[config.mk]
export PLATFORM = sky130hd
export DESIGN_NAME = gmp_top
export DESIGN_NICKNAME = d
export VERILOG_FILES = /design/src/logic/gmp_pkg.sv /design/src/logic/gmp_xfer_if.sv /design/src/logic/gmp_sync.sv /design/src/logic/gmp_xfer.sv /design/src/logic/gmp_top.sv
export SDC_FILE = /design/constraint.sdc
export NUM_CORES = 1
export LEC_CHECK = 0
export BUFFER_PORTS_ARGS = -buffer_cell sky130_fd_sc_hd__buf_2
export CAP_MARGIN = 20
export CORE_MARGIN = 1.5
export CORE_UTILIZATION = 48
export DETAILED_ROUTE_END_ITERATION = 8
export GPL_TIMING_DRIVEN = 0
export PLACE_DENSITY_LB_ADDON = 0.15
export SYNTH_ARGS = -nofsm -noshare
export SYNTH_HDL_FRONTEND = slang
export SYNTH_SLANG_ARGS = --single-unit
[constraint.sdc]
create_clock -name clk -period 3.4 [get_ports clk]
set_input_delay 0.17 -clock clk [delete_from_list [all_inputs] [get_ports clk]]
set_output_delay 0.17 -clock clk [all_outputs]
set_load 0.05 [all_outputs]
[src/logic/gmp_pkg.sv]
// shared constants and types for the global memory port handshake
package gmp_pkg;
  localparam int   DATA_W     = 48;
  localparam int   ERR_W      = 4;
  localparam int   ERR_ADDR   = 0;
  localparam int   ERR_READ   = 1;
  localparam int   ERR_WRITE  = 2;
  localparam int   ERR_UNCORR = 3;
  localparam int   XPIN_W     = DATA_W + ERR_W + 2;
  localparam int   CABLE_W    = 6;
  localparam int   CIN_STOP   = 0;
  localparam int   CIN_CLEAR  = 1;
  localparam int   CIN_LOAD   = 2;
  localparam int   CIN_MSG    = 3;
  localparam int   CIN_EXT    = 4;
  localparam int   CIN_ALARM  = 5;
  localparam logic LVL_OFF    = 1'b0;
  localparam logic LVL_ON     = 1'b1;

  typedef enum logic [4:0] {
    XF_IDLE = 5'h01,
    XF_REQ  = 5'h02,
    XF_WAIT = 5'h04,
    XF_ACK  = 5'h08,
    XF_REL  = 5'h10
  } gmp_xfer_state_t;
endpackage

[src/logic/gmp_xfer_if.sv]
// bundle between the port top and its access handshake engine
`timescale 1ns/1ps
interface gmp_xfer_if;
  logic                         start;
  logic                         write;
  logic                         protect;
  logic                         parity;
  logic                         abort;
  logic                         obtained;
  logic                         begun;
  logic [gmp_pkg::ERR_W-1:0]    err;
  logic [gmp_pkg::DATA_W-1:0]   data;
  logic                         req;
  logic                         wr_out;
  logic                         par_out;
  logic                         prot_out;
  logic                         ack;
  logic                         done;
  logic                         busy;
  logic [gmp_pkg::ERR_W-1:0]    cap_err;
  logic [gmp_pkg::DATA_W-1:0]   cap_data;

  modport ctl (output start, write, protect, parity, abort, obtained, begun, err, data,
               input req, wr_out, par_out, prot_out, ack, done, busy, cap_err, cap_data);
  modport xfer (input start, write, protect, parity, abort, obtained, begun, err, data,
                output req, wr_out, par_out, prot_out, ack, done, busy, cap_err, cap_data);
endinterface

[src/logic/gmp_sync.sv]
// two-stage synchroniser for pin inputs
`timescale 1ns/1ps
module gmp_sync #(
  parameter int W = 1
) (
  input  wire logic         clk,
  input  wire logic         rstn,
  input  wire logic         ce,
  input  wire logic [W-1:0] d,
  output wire logic [W-1:0] q
);
  logic [W-1:0] meta_ff;
  logic [W-1:0] q_ff;

  // first stage feeds only the second stage
  always_ff @(posedge clk) begin
    if (!rstn) begin
      meta_ff <= '0;
      q_ff    <= '0;
    end else if (ce) begin
      meta_ff <= d;
      q_ff    <= meta_ff;
    end
  end

  assign q = q_ff;
endmodule

[src/logic/gmp_xfer.sv]
// request and four-phase completion engine for one global access
`timescale 1ns/1ps
module gmp_xfer (
  input  wire logic clk,
  input  wire logic rstn,
  input  wire logic ce,
  gmp_xfer_if.xfer  x
);
  import gmp_pkg::*;

  gmp_xfer_state_t    state_ff;
  gmp_xfer_state_t    nxt_state;
  logic               req_ff;
  logic               wr_ff;
  logic               par_ff;
  logic               prot_ff;
  logic               ack_ff;
  logic               done_ff;
  logic [ERR_W-1:0]   err_ff;
  logic [DATA_W-1:0]  data_ff;
  wire                start_ok;
  wire                capture;

  // a stale access_begun from the last access must be gone before a new start
  assign start_ok = (state_ff == XF_IDLE) && x.start && !x.begun;
  assign capture  = (state_ff == XF_WAIT) && x.obtained;

  always_comb begin
    nxt_state = state_ff;
    unique case (state_ff)
      XF_IDLE: if (start_ok) nxt_state = XF_REQ;
      XF_REQ:  if (x.begun) nxt_state = XF_WAIT;
      XF_WAIT: if (x.obtained) nxt_state = XF_ACK;
      XF_ACK:  nxt_state = XF_REL;
      XF_REL:  if (!x.obtained) nxt_state = XF_IDLE;
      default: nxt_state = XF_IDLE;
    endcase
    if (x.abort) nxt_state = XF_IDLE;
  end

  always_ff @(posedge clk) begin
    if (!rstn) begin
      state_ff <= XF_IDLE;
      req_ff   <= LVL_OFF;
      wr_ff    <= LVL_OFF;
      par_ff   <= LVL_OFF;
      prot_ff  <= LVL_OFF;
      ack_ff   <= LVL_OFF;
      done_ff  <= LVL_OFF;
      err_ff   <= '0;
      data_ff  <= '0;
    end else if (ce) begin
      state_ff <= nxt_state;
      req_ff   <= (nxt_state == XF_REQ);
      par_ff   <= (nxt_state == XF_REQ) && (start_ok ? x.parity : par_ff);
      prot_ff  <= (nxt_state == XF_REQ) && (start_ok ? x.protect : prot_ff);
      wr_ff    <= (nxt_state != XF_IDLE) && (start_ok ? x.write : wr_ff);
      ack_ff   <= (nxt_state == XF_REL) && (state_ff != XF_WAIT);
      done_ff  <= (state_ff == XF_REL) && !x.obtained && !x.abort;
      if (capture) begin
        data_ff <= x.data;
        err_ff  <= x.err;
      end
    end
  end

  assign x.req      = req_ff;
  assign x.wr_out   = wr_ff;
  assign x.par_out  = par_ff;
  assign x.prot_out = prot_ff;
  assign x.ack      = ack_ff;
  assign x.done     = done_ff;
  assign x.busy     = (state_ff != XF_IDLE);
  assign x.cap_err  = err_ff;
  assign x.cap_data = data_ff;
endmodule

[src/logic/gmp_top.sv]
// processor-side global memory port: access completion and status cable
`timescale 1ns/1ps
module gmp_top (
  input  wire logic                        clk,
  input  wire logic                        rstn,
  input  wire logic                        ce,
  input  wire logic                        xfer_start,
  input  wire logic                        xfer_write,
  input  wire logic                        xfer_protect,
  input  wire logic                        xfer_parity,
  input  wire logic                        data_obtained,
  input  wire logic                        access_begun,
  input  wire logic                        address_error,
  input  wire logic                        read_error,
  input  wire logic                        write_error,
  input  wire logic                        uncorrectable_error,
  input  wire logic [gmp_pkg::DATA_W-1:0]  mem_data,
  output logic                             access_request,
  output logic                             write_request,
  output logic                             addr_parity,
  output logic                             write_protect,
  output logic                             data_obtained_ack,
  output logic                             xfer_busy,
  output logic                             xfer_done,
  output logic [gmp_pkg::DATA_W-1:0]       xfer_data,
  output logic                             err_address,
  output logic                             err_read_single,
  output logic                             err_read_multi,
  output logic                             err_write_single,
  output logic                             err_write_multi,
  output logic                             err_uncorrectable,
  output logic                             err_write_aborted,
  input  wire logic                        stop_request,
  input  wire logic                        general_clear_request,
  input  wire logic                        load_request,
  input  wire logic                        message_pending,
  input  wire logic                        external_interrupt_request,
  input  wire logic                        alarm_interrupt_request,
  input  wire logic                        op_boundary,
  input  wire logic                        resume,
  input  wire logic                        control_state,
  input  wire logic                        internal_clear,
  input  wire logic                        abnormal_in,
  input  wire logic                        idle_loop,
  input  wire logic                        running_in,
  input  wire logic                        powered_up,
  output logic                             processor_stopped,
  output logic                             clear_acknowledged,
  output logic                             abnormal_state,
  output logic                             idle_indication,
  output logic                             processor_running,
  output logic                             system_present,
  output logic                             halt_pending,
  output logic                             general_clear,
  output logic                             load_start,
  output logic                             message_waiting,
  output logic                             ext_interrupt,
  output logic                             alarm_interrupt
);
  import gmp_pkg::*;
  localparam int SYNC_W = XPIN_W + CABLE_W;
  gmp_xfer_if x ();
  wire [SYNC_W-1:0]  sync_d;
  wire [SYNC_W-1:0]  sync_q;
  wire [CABLE_W-1:0] cab_s;
  wire [XPIN_W-1:0]  xpin_s;
  wire               stop_s;
  wire               clear_s;
  wire               load_s;
  wire               msg_s;
  wire               ext_s;
  wire               alarm_s;
  wire               load_rise;
  wire               clear_rise;
  wire               halt_set;
  wire               halt_clr;
  wire               uerr_c;
  wire               rerr_c;
  wire               werr_c;

  logic halted_ff;
  logic halt_pend_ff;
  logic gen_clear_ff;
  logic clear_ack_ff;
  logic load_prev_ff;
  logic clear_prev_ff;
  logic load_start_ff;
  logic msg_ff;
  logic ext_int_ff;
  logic alarm_int_ff;
  logic abnormal_ff;
  logic idle_ff;
  logic running_ff;
  logic present_ff;
  logic err_addr_ff;
  logic err_rs_ff;
  logic err_rm_ff;
  logic err_ws_ff;
  logic err_wm_ff;
  logic err_u_ff;
  logic err_wa_ff;
  logic acc_wr_ff;
  assign sync_d = {alarm_interrupt_request, external_interrupt_request,
                   message_pending, load_request, general_clear_request, stop_request,
                   uncorrectable_error, write_error, read_error, address_error,
                   access_begun, data_obtained, mem_data};

  gmp_sync #(
    .W (SYNC_W)
  ) i_gmp_sync (
    .clk  (clk),
    .rstn (rstn),
    .ce   (ce),
    .d    (sync_d),
    .q    (sync_q)
  );
  assign xpin_s = sync_q[XPIN_W-1:0];
  assign cab_s  = sync_q[SYNC_W-1:XPIN_W];

  assign stop_s  = cab_s[CIN_STOP];
  assign clear_s = cab_s[CIN_CLEAR];
  assign load_s  = cab_s[CIN_LOAD];
  assign msg_s   = cab_s[CIN_MSG];
  assign alarm_s = cab_s[CIN_ALARM];
  assign ext_s   = cab_s[CIN_EXT];
  assign x.start    = xfer_start;
  assign x.write    = xfer_write;
  assign x.protect  = xfer_protect;
  assign x.parity   = xfer_parity;
  assign x.abort    = gen_clear_ff;
  assign x.data     = xpin_s[DATA_W-1:0];
  assign x.obtained = xpin_s[DATA_W];
  assign x.begun    = xpin_s[DATA_W+1];
  assign x.err      = xpin_s[XPIN_W-1:DATA_W+2];
  gmp_xfer i_gmp_xfer (
    .clk  (clk),
    .rstn (rstn),
    .ce   (ce),
    .x    (x)
  );
  assign access_request    = x.req;
  assign write_request     = x.wr_out;
  assign addr_parity       = x.par_out;
  assign write_protect     = x.prot_out;
  assign data_obtained_ack = x.ack;
  assign xfer_done         = x.done;
  assign xfer_data         = x.cap_data;

  assign uerr_c = x.cap_err[ERR_UNCORR];
  assign rerr_c = x.cap_err[ERR_READ];
  assign werr_c = x.cap_err[ERR_WRITE];

  assign halt_set   = stop_s && op_boundary && !halted_ff;
  assign halt_clr   = halted_ff && resume && !stop_s;
  assign load_rise  = load_s && !load_prev_ff;
  assign clear_rise = clear_s && !clear_prev_ff;

  always_ff @(posedge clk) begin
    if (!rstn) begin
      xfer_busy <= LVL_OFF;
      err_addr_ff <= LVL_OFF;
      err_rs_ff   <= LVL_OFF;
      err_rm_ff   <= LVL_OFF;
      err_ws_ff   <= LVL_OFF;
      err_wm_ff   <= LVL_OFF;
      err_u_ff    <= LVL_OFF;
      err_wa_ff   <= LVL_OFF;
      acc_wr_ff   <= LVL_OFF;
    end else if (ce) begin
      xfer_busy <= x.busy || xfer_start;
      // write flag is gone by the done cycle, so keep the last busy value
      if (x.busy) acc_wr_ff <= x.wr_out;
      // error flags hold from one completed access to the next
      if (x.done) begin
        err_addr_ff <= x.cap_err[ERR_ADDR];
        err_rs_ff   <= rerr_c && !uerr_c;
        err_rm_ff   <= rerr_c && uerr_c;
        err_ws_ff   <= werr_c && !uerr_c;
        err_wm_ff   <= werr_c && uerr_c;
        err_u_ff    <= uerr_c;
        // the memory restored the old word; the write did not land
        err_wa_ff   <= uerr_c && acc_wr_ff;
      end
    end
  end

  always_ff @(posedge clk) begin
    if (!rstn) begin
      halted_ff     <= LVL_OFF;
      halt_pend_ff  <= LVL_OFF;
      load_prev_ff  <= LVL_OFF;
      clear_prev_ff <= LVL_OFF;
      load_start_ff <= LVL_OFF;
    end else if (ce) begin
      if (halt_set) begin
        halted_ff <= LVL_ON;
      end else if (halt_clr) begin
        halted_ff <= LVL_OFF;
      end
      halt_pend_ff  <= stop_s && !halted_ff && !halt_set;
      load_prev_ff  <= load_s;
      clear_prev_ff <= clear_s;
      load_start_ff <= load_rise && halted_ff;
    end
  end

  always_ff @(posedge clk) begin
    if (!rstn) begin
      gen_clear_ff <= LVL_OFF;
      clear_ack_ff <= LVL_OFF;
      msg_ff       <= LVL_OFF;
      ext_int_ff   <= LVL_OFF;
      alarm_int_ff <= LVL_OFF;
      abnormal_ff  <= LVL_OFF;
      idle_ff      <= LVL_OFF;
      running_ff   <= LVL_OFF;
      present_ff   <= LVL_OFF;
    end else if (ce) begin
      gen_clear_ff <= clear_s;
      clear_ack_ff <= gen_clear_ff || internal_clear;
      msg_ff       <= msg_s;
      ext_int_ff   <= ext_s && !control_state;
      alarm_int_ff <= alarm_s;
      abnormal_ff  <= abnormal_in;
      idle_ff      <= idle_loop;
      running_ff   <= running_in;
      present_ff   <= powered_up;
    end
  end

  assign err_address        = err_addr_ff;
  assign err_read_single    = err_rs_ff;
  assign err_read_multi     = err_rm_ff;
  assign err_write_single   = err_ws_ff;
  assign err_write_multi    = err_wm_ff;
  assign err_uncorrectable  = err_u_ff;
  assign err_write_aborted  = err_wa_ff;
  assign processor_stopped  = halted_ff;
  assign clear_acknowledged = clear_ack_ff;
  assign abnormal_state     = abnormal_ff;
  assign idle_indication    = idle_ff;
  assign processor_running  = running_ff;
  assign system_present     = present_ff;
  assign halt_pending       = halt_pend_ff;
  assign general_clear      = gen_clear_ff;
  assign load_start         = load_start_ff;
  assign message_waiting    = msg_ff;
  assign ext_interrupt      = ext_int_ff;
  assign alarm_interrupt    = alarm_int_ff;
endmodule

==> results of run 1 <==
[routing by layer]
metal / up-vias / wire length [µm] / GRT usage
li1: 3071 / - / -
met1: 2840 / 8550 / 0.278
met2: 149 / 8990 / 0.374
met3: 25 / 914 / 0.0423
met4: 0 / 335 / 0.0621
met5: - / 0 / 0
[cell families after synthesis]
family	Yosys count	share of synthesized area
simple gates	303	0.201
buf+inv	55	0.0291
flops	205	0.522
mux	128	0.163
compound gates	88	0.0839
[power by group]
group	internal, mW	leakage [nW]	switching [mW]
Sequential	2.48	1.67	0.0440
Clock	1.75	0.412	0.963
Combinational	0.225	2.37	0.206
[worst max path at each step]
stage                            from                         to  slack, ns  depth (start not counted)
2_1_floorplan           general_clear        i_gmp_xfer.x.wr_out       1.55                          4
3_3_place_gp                     rstn                  xfer_busy       1.54                          5
3_5_place_dp   i_gmp_xfer.state_ff[2]  i_gmp_xfer.x.cap_data[36]       1.55                          5
4_1_cts        i_gmp_xfer.state_ff[2]  i_gmp_xfer.x.cap_data[14]       1.51                          6
5_1_grt        i_gmp_xfer.state_ff[0]  i_gmp_xfer.x.cap_data[14]       1.32                          6
6_report       i_gmp_xfer.state_ff[0]   i_gmp_xfer.x.cap_data[3]       1.53                          5
[through the flow]
stage / hold slack [ns] / std cells / power, mW / utilization / worst slack (ns)
after floorplan: 0.303 / 779 / 2.82 / - / 1.55
after global placement: 0.401 / 1142 / 2.94 / 0.556 / 1.54
after detailed placement: 0.398 / 1142 / 2.95 / 0.556 / 1.55
after CTS: 0.0102 / 1251 / 5.72 / 0.652 / 1.51
after global routing: 0.00550 / 1251 / 5.88 / 0.652 / 1.32
final: 0.0185 / 1251 / 5.67 / 0.652 / 1.53
[tightest hold or removal path, cell delays in order]
cell	delay, ns
sky130_fd_sc_hd__buf_2	0.09
sky130_fd_sc_hd__mux2i_1	0.08
sky130_fd_sc_hd__nor2b_1	0.13
[cell usage in the layout (no fill, tap or decap), types with 3 or more instances in the layout]
cell | netlist | final
sky130_fd_sc_hd__buf_2 | 18 | 165
sky130_fd_sc_hd__a21oi_1 | 8 | 8
sky130_fd_sc_hd__dlygate4sd3_1 | 0 | 69
sky130_fd_sc_hd__nor2b_1 | 139 | 139
sky130_fd_sc_hd__mux2i_1 | 128 | 128
sky130_fd_sc_hd__clkbuf_1 | 31 | 33
sky130_fd_sc_hd__clkbuf_8 | 0 | 3
sky130_fd_sc_hd__a21boi_0 | 61 | 61
sky130_fd_sc_hd__nor3b_1 | 3 | 3
sky130_fd_sc_hd__bufinv_16 | 0 | 6
sky130_fd_sc_hd__nor2_1 | 11 | 11
sky130_fd_sc_hd__nand3_1 | 6 | 6
sky130_fd_sc_hd__dfxtp_1 | 205 | 205
sky130_fd_sc_hd__nand2b_1 | 7 | 7
sky130_fd_sc_hd__buf_1 | 4 | 4
sky130_fd_sc_hd__o21ai_0 | 3 | 3
sky130_fd_sc_hd__nand4_1 | 4 | 4
sky130_fd_sc_hd__nor3_1 | 3 | 3
sky130_fd_sc_hd__nand2_1 | 118 | 118
sky130_fd_sc_hd__clkbuf_16 | 0 | 23
sky130_fd_sc_hd__clkinv_2 | 0 | 5
[registers in the layout (all words and copies together) (netlist names), 4 cells and up]
signal                 count
i_gmp_sync.meta_ff        60
i_gmp_sync.q              60
i_gmp_xfer.x.cap_data     48
i_gmp_xfer.state_ff        5
i_gmp_xfer.x.cap_err       4
[final cells by class]
cell class                      instances  area, µm²
Clock buffer                           28        624
Tap cell                              216        270
Sequential cell                       205       4100
Timing Repair Buffer                  216       1430
Buffer                                 53        221
Fill cell                            1385       5550
Clock inverter                         12        213
Inverter                                2       7.51
Multi-Input combinational cell        519       3520
==> impl_metrics.sql, run 1 <==
INSERT INTO impl_metrics (metric_group, metric, value, unit) VALUES
('run_status', 'run_status', 'finished, final reports clean', ''),
('min_path', 'min-delay-path-class', 'in -> reg', ''),
('global_route', 'grt_start_max_net_pins', '15', ''),
('cts', 'cts-buffers-inserted', '22', ''),
('cts', 'clk_path_buf_depth', '3', ''),
('timing', 'worst-slew-pin-transition', '0.794', 'ns'),
('flow_run', 'max-cap-violations', '0', ''),
('global_route', 'grtUsageTotal', '0.217', ''),
('finish', 'design.final.nets', '1094', ''),
('finish', 'post_route_cells_drive_above_1_share', '0.202', ''),
('yosys', 'yosys_most_used_dff', 'sky130_fd_sc_hd__dfxtp_1', ''),
('cts', 'worst_setup_hold_path_clk_slew', '0.07', 'ns'),
('yosys', 'post_synth.cell_area_avg', '10.1', 'µm²'),
('cts', 'htreeDepth', '1', ''),
('global_route', 'grt_pass1_wl', '29400', 'µm'),
('worst_setup_path', 'critical_path.n_buffers_inverters', '1', ''),
('worst_setup_path', 'maximum_cell_stage_delay_along_the_critical_path', '0.49', 'ns'),
('min_path', 'hold_path_depth', '3', ''),
('worst_setup_path', 'critical_path_class', 'reg -> reg', ''),
('cts', 'postCtsResizedCells', '0', ''),
('worst_setup_path', 'worst-r2r-setup-slack', '1.53', 'ns'),
('power', 'worst_ir_drop_vdd', '0.000362', 'V'),
('yosys', 'ys_types', '39', ''),
('floorplan', 'i_o_pin_count', '149', ''),
('routing', 'antenna_left', '0', ''),
('yosys', 'synth_commonest_cells', '205 x sky130_fd_sc_hd__dfxtp_1, 139 x sky130_fd_sc_hd__nor2b_1, 128 x sky130_fd_sc_hd__mux2i_1', ''),
('timing', 'final.setup_skew', '0.00924', 'ns'),
('cts', 'clock_sinks', '205', ''),
('worst_setup_path', 'required', '3.77', 'ns'),
('global_route', 'gr_overflow_total', '0', ''),
('worst_setup_path', 'worst-path-max-fanout', '10', ''),
('floorplan', 'start_util', '0.493', ''),
('worst_setup_path', 'crit_arrival', '2.24', 'ns'),
('finish', 'design_area', '10400', 'µm²'),
('floorplan', 'std_cell_core_area', '15900', 'µm²'),
('routing', 'dr.first_iter.drc_count', '171', ''),
('floorplan', 'die_h', '131', 'µm'),
('timing', 'hold_violations', '0', ''),
('placed_design', 'port_buffer_cells', '147', ''),
('finish', 'area_growth_syn_to_layout', '32.3', '%'),
('yosys', 'synthArstFlopShare', '0', ''),
('cts', 'hold_buffers_post_cts', '69', ''),
('timing', 'rsz0062_at_grt', 'false', ''),
('routing', 'route.detailed.vias_per_inst', '4.86', ''),
('min_path', 'worst_hold_startpoint', 'mem_data[4]', ''),
('global_route', 'antenna_found_initial', '0', ''),
('worst_setup_path', 'crit_path_end_kind', 'register', ''),
('timing', 'fin_tns_setup', '0', 'ns'),
('power', 'cellLeakagePower', '4.45', 'nW'),
('min_path', 'hold_path_end', 'i_gmp_sync.meta_ff[4]', ''),
('yosys', 'yosysWarningCount', '0', ''),
('worst_setup_path', 'timing.reg2reg.worst_path_depth', '5', ''),
('worst_setup_path', 'cp_cell_sequence', 'nor3_1 -> nand4_1 -> clkbuf_1 -> nand2_1 -> a21boi_0', ''),
('worst_setup_path', 'regToRegEndpoint', 'i_gmp_xfer.x.cap_data[3]', ''),
('routing', 'route.vias.total', '6085', ''),
('routing', 'wl_per_cell', '15.0', 'µm'),
('cts', 'post-cts-setup-buffer-count', '0', ''),
('yosys', 'yosysTopAreaCell', 'sky130_fd_sc_hd__dfxtp_1', ''),
('cts', 'clk_latency', '0.50', 'ns'),
('floorplan', 'die_width', '131', 'µm'),
('yosys', 'synth.top_cells.by_area', 'sky130_fd_sc_hd__dfxtp_1 52%, sky130_fd_sc_hd__mux2i_1 16%, sky130_fd_sc_hd__nor2b_1 11%', ''),
('finish', 'insertedDiodeCount', '0', ''),
('timing', 'timing.final.crit_share', '0.550', ''),
('yosys', 'synth_edf_count', '0', ''),
('routing', 'detailedRoute.firstPassIterationCount', '4', ''),
('placed_design', 'hpwlAfterDp', '12200', 'µm'),
('floorplan', 'die_area', '17100', 'µm²'),
('cts', 'cts_tree', 'yes', ''),
('worst_setup_path', 'cp_top_family', 'simple AND/OR/NAND/NOR gates', ''),
('routing', 'route.detailed.drc', '0', ''),
('routing', 'drt-total-wl', '18800', 'µm');
Note: power is estimated with default switching activity, not from simulation.
==> inputs of run 2 (changes only) <==
- clock period: 3.4 -> 1.95 ns (I/O delays scaled with it)
==> run 2 against run 1 <==
Compared with the run above:
- non-clock buffer count is 4 higher
- sequential power is 75% higher
- via count is 0.16% higher
- combinational power is 76% higher
- cell area is 0.40% higher
- hold slack better by 0.071 ns
- total power is 74% higher
- sequential share of layout area is 0.16 points lower
- register-to-register slack worse by 1.4 ns
- die area stayed put
==> impl_metrics.sql, run 2 (same netlist as run 1, synthesis figures left out) <==
INSERT INTO impl_metrics (metric_group, metric, value, unit) VALUES
('timing', 'worst-slew-pin-transition', '0.786', 'ns'),
('global_route', 'first_global_vias', '5958', ''),
('global_route', 'antenna_found_initial', '0', ''),
('routing', 'antenna_left', '0', ''),
('routing', 'route.vias.total', '6095', ''),
('worst_setup_path', 'critical_path_class', 'reg -> reg', ''),
('floorplan', 'die_area', '17100', 'µm²'),
('timing', 'fin_tns_setup', '0', 'ns'),
('worst_setup_path', 'timing.reg2reg.worst_path_depth', '5', ''),
('power', 'worst_ir_drop_vdd', '0.000631', 'V'),
('finish', 'layout.cells.most_common_list', '205 x sky130_fd_sc_hd__dfxtp_1, 165 x sky130_fd_sc_hd__buf_2, 139 x sky130_fd_sc_hd__nor2b_1, 128 x sky130_fd_sc_hd__mux2i_1, 118 x sky130_fd_sc_hd__nand2_1', ''),
('min_path', 'hold_path_depth', '3', ''),
('timing', 'rsz0062_at_grt', 'false', ''),
('floorplan', 'start_util', '0.493', ''),
('routing', 'route.detailed.vias_per_inst', '4.86', ''),
('routing', 'detailedRoute.firstPassIterationCount', '4', ''),
('cts', 'clk_latency', '0.49', 'ns'),
('worst_setup_path', 'critical_path.endpoint', 'i_gmp_xfer.x.wr_out', ''),
('timing', 'period_needed', '1.77', 'ns'),
('flow_run', 'max-cap-violations', '0', ''),
('timing', 'setup_slack', '0.178', 'ns'),
('finish', 'area_growth_syn_to_layout', '32.8', '%'),
('cts', 'cts-root-buf', 'sky130_fd_sc_hd__clkbuf_16', ''),
('power', 'cellLeakagePower', '4.47', 'nW'),
('global_route', 'grt_start_max_net_pins', '15', ''),
('finish', 'post_route_cells_drive_above_1_share', '0.203', ''),
('routing', 'drt-total-wl', '18800', 'µm'),
('routing', 'route.detailed.drc', '0', ''),
('finish', 'design.final.nets', '1098', ''),
('cts', 'clock_sinks', '205', ''),
('global_route', 'grt_pass1_wl', '29500', 'µm'),
('cts', 'worst_setup_hold_path_clk_slew', '0.06', 'ns'),
('power', 'p_per_area', '948', 'nW/µm²'),
('floorplan', 'i_o_pin_count', '149', ''),
('global_route', 'grtUsageTotal', '0.218', ''),
('worst_setup_path', 'worst_r2r_startpoint', 'i_gmp_xfer.state_ff[1]', ''),
('worst_setup_path', 'worst-path-max-fanout', '6', ''),
('worst_setup_path', 'crit_arrival', '2.16', 'ns'),
('timing', 'max_freq', '564', 'MHz'),
('timing', 'final_max_slew_viol_count', '0', ''),
('timing', 'timing.final.crit_share', '0.909', ''),
('run_status', 'run_status', 'finished, final reports clean', ''),
('timing', 'final.setup_skew', '0.00851', 'ns'),
('global_route', 'gr_overflow_total', '0', ''),
('worst_setup_path', 'crit_path_end_kind', 'register', ''),
('floorplan', 'std_cell_core_area', '15900', 'µm²'),
('timing', 'hold_violations', '0', ''),
('timing', 'worst_slew_margin_relative_to_its_limit', '0.476', ''),
('finish', 'final_common_cell', 'sky130_fd_sc_hd__dfxtp_1', ''),
('floorplan', 'fp-row-count', '46', ''),
('finish', 'insertedDiodeCount', '0', ''),
('cts', 'htreeDepth', '1', ''),
('cts', 'clk_path_buf_depth', '3', ''),
('placed_design', 'port_buffer_cells', '147', ''),
('worst_setup_path', 'worst-r2r-setup-slack', '0.18', 'ns'),
('cts', 'cts-buffers-inserted', '22', ''),
('worst_setup_path', 'regToRegEndpoint', 'i_gmp_xfer.x.wr_out', ''),
('routing', 'wl_per_cell', '15.0', 'µm'),
('floorplan', 'die_h', '131', 'µm'),
('placed_design', 'gp_routability_congestion', '0.828', ''),
('worst_setup_path', 'required', '2.34', 'ns'),
('timing', 'setup_viol', '0', ''),
('worst_setup_path', 'setup.worst_path.start', 'i_gmp_xfer.state_ff[1]', ''),
('placed_design', 'hpwlAfterDp', '12200', 'µm'),
('floorplan', 'die_width', '131', 'µm'),
('placed_design', 'dp_slack', '0.0984', 'ns'),
('routing', 'dr.first_iter.drc_count', '170', ''),
('worst_setup_path', 'worst_setup_path_start_kind', 'register', ''),
('min_path', 'min-delay-path-class', 'in -> reg', ''),
('cts', 'cts_tree', 'yes', '');
## run 2: cell count changes in the layout (fill, tap and decap cells not counted)
cell                            before  now
sky130_fd_sc_hd__clkbuf_1           33   32
sky130_fd_sc_hd__buf_4               0    2
sky130_fd_sc_hd__dlygate4sd3_1      69   72
## run 2: per-layer routing
metal / global-route usage / vias to the layer above / part of all wire
li1: - / 3079 / -
met1: 0.277 / 2834 / 0.45
met2: 0.377 / 155 / 0.48
met3: 0.0423 / 27 / 0.049
met4: 0.0621 / 0 / 0.018
met5: 0 / - / 0
## run 2: how the worst min path moves through the flow
stage / slack, ns / to / from
4_1_cts: 0.07 / clear_acknowledged / ce
2_1_floorplan: 0.23 / i_gmp_xfer.x.par_out / xfer_parity
5_1_grt: 0.10 / clear_acknowledged / ce
3_3_place_gp: 0.33 / i_gmp_xfer.x.prot_out / xfer_protect
3_5_place_dp: 0.33 / i_gmp_xfer.x.par_out / xfer_parity
6_report: 0.09 / clear_acknowledged / ce
## run 2: power breakdown
part	leakage [nW]	total, mW	internal [mW]	switching [mW]
sequential	1.67	4.40	4.32	0.0766
combinational	2.39	0.757	0.396	0.361
clock	0.412	4.73	3.06	1.67
total	4.47	9.89	7.78	2.11
## run 2: area by class of cell
| class | instances | area, µm² |
|---|---|---|
| plain buffers | 52 | 218 |
| well taps | 216 | 270 |
| repair buffers | 221 | 1470 |
| multi-input cells | 519 | 3520 |
| inverters | 2 | 7.51 |
| fillers | 1379 | 5510 |
| clock inverters | 12 | 213 |
| clock buffers | 28 | 624 |
| flip-flops and latches | 205 | 4100 |
## run 2: metrics by stage
step                area [µm²]  std cells   util  hold slack (ns)  total power, mW
floorplan                 7860        779      -            0.230             4.92
global placement          8860       1142  0.556            0.328             5.12
detailed placement        8860       1142  0.556            0.326             5.14
CTS                      10400       1254  0.654           0.0727             9.98
global route             10400       1255  0.654            0.103             10.3
finish                   10400       1255  0.654           0.0898             9.89
## run 2: worst max-delay path: stages (launching register included)
cell                      delay (ns)
sky130_fd_sc_hd__dfxtp_1        0.34
sky130_fd_sc_hd__or2_4          0.28
sky130_fd_sc_hd__nor3_1         0.42
sky130_fd_sc_hd__nand2_1        0.12
sky130_fd_sc_hd__nor3b_1        0.18
sky130_fd_sc_hd__a221o_1        0.33
## run 2: timing repair
action,4_1_cts,5_1_grt
setup buffers,0,2
setup endpoints to repair,0,50
gates resized for setup,0,0
hold endpoints to repair,72,0
hold buffers,72,0
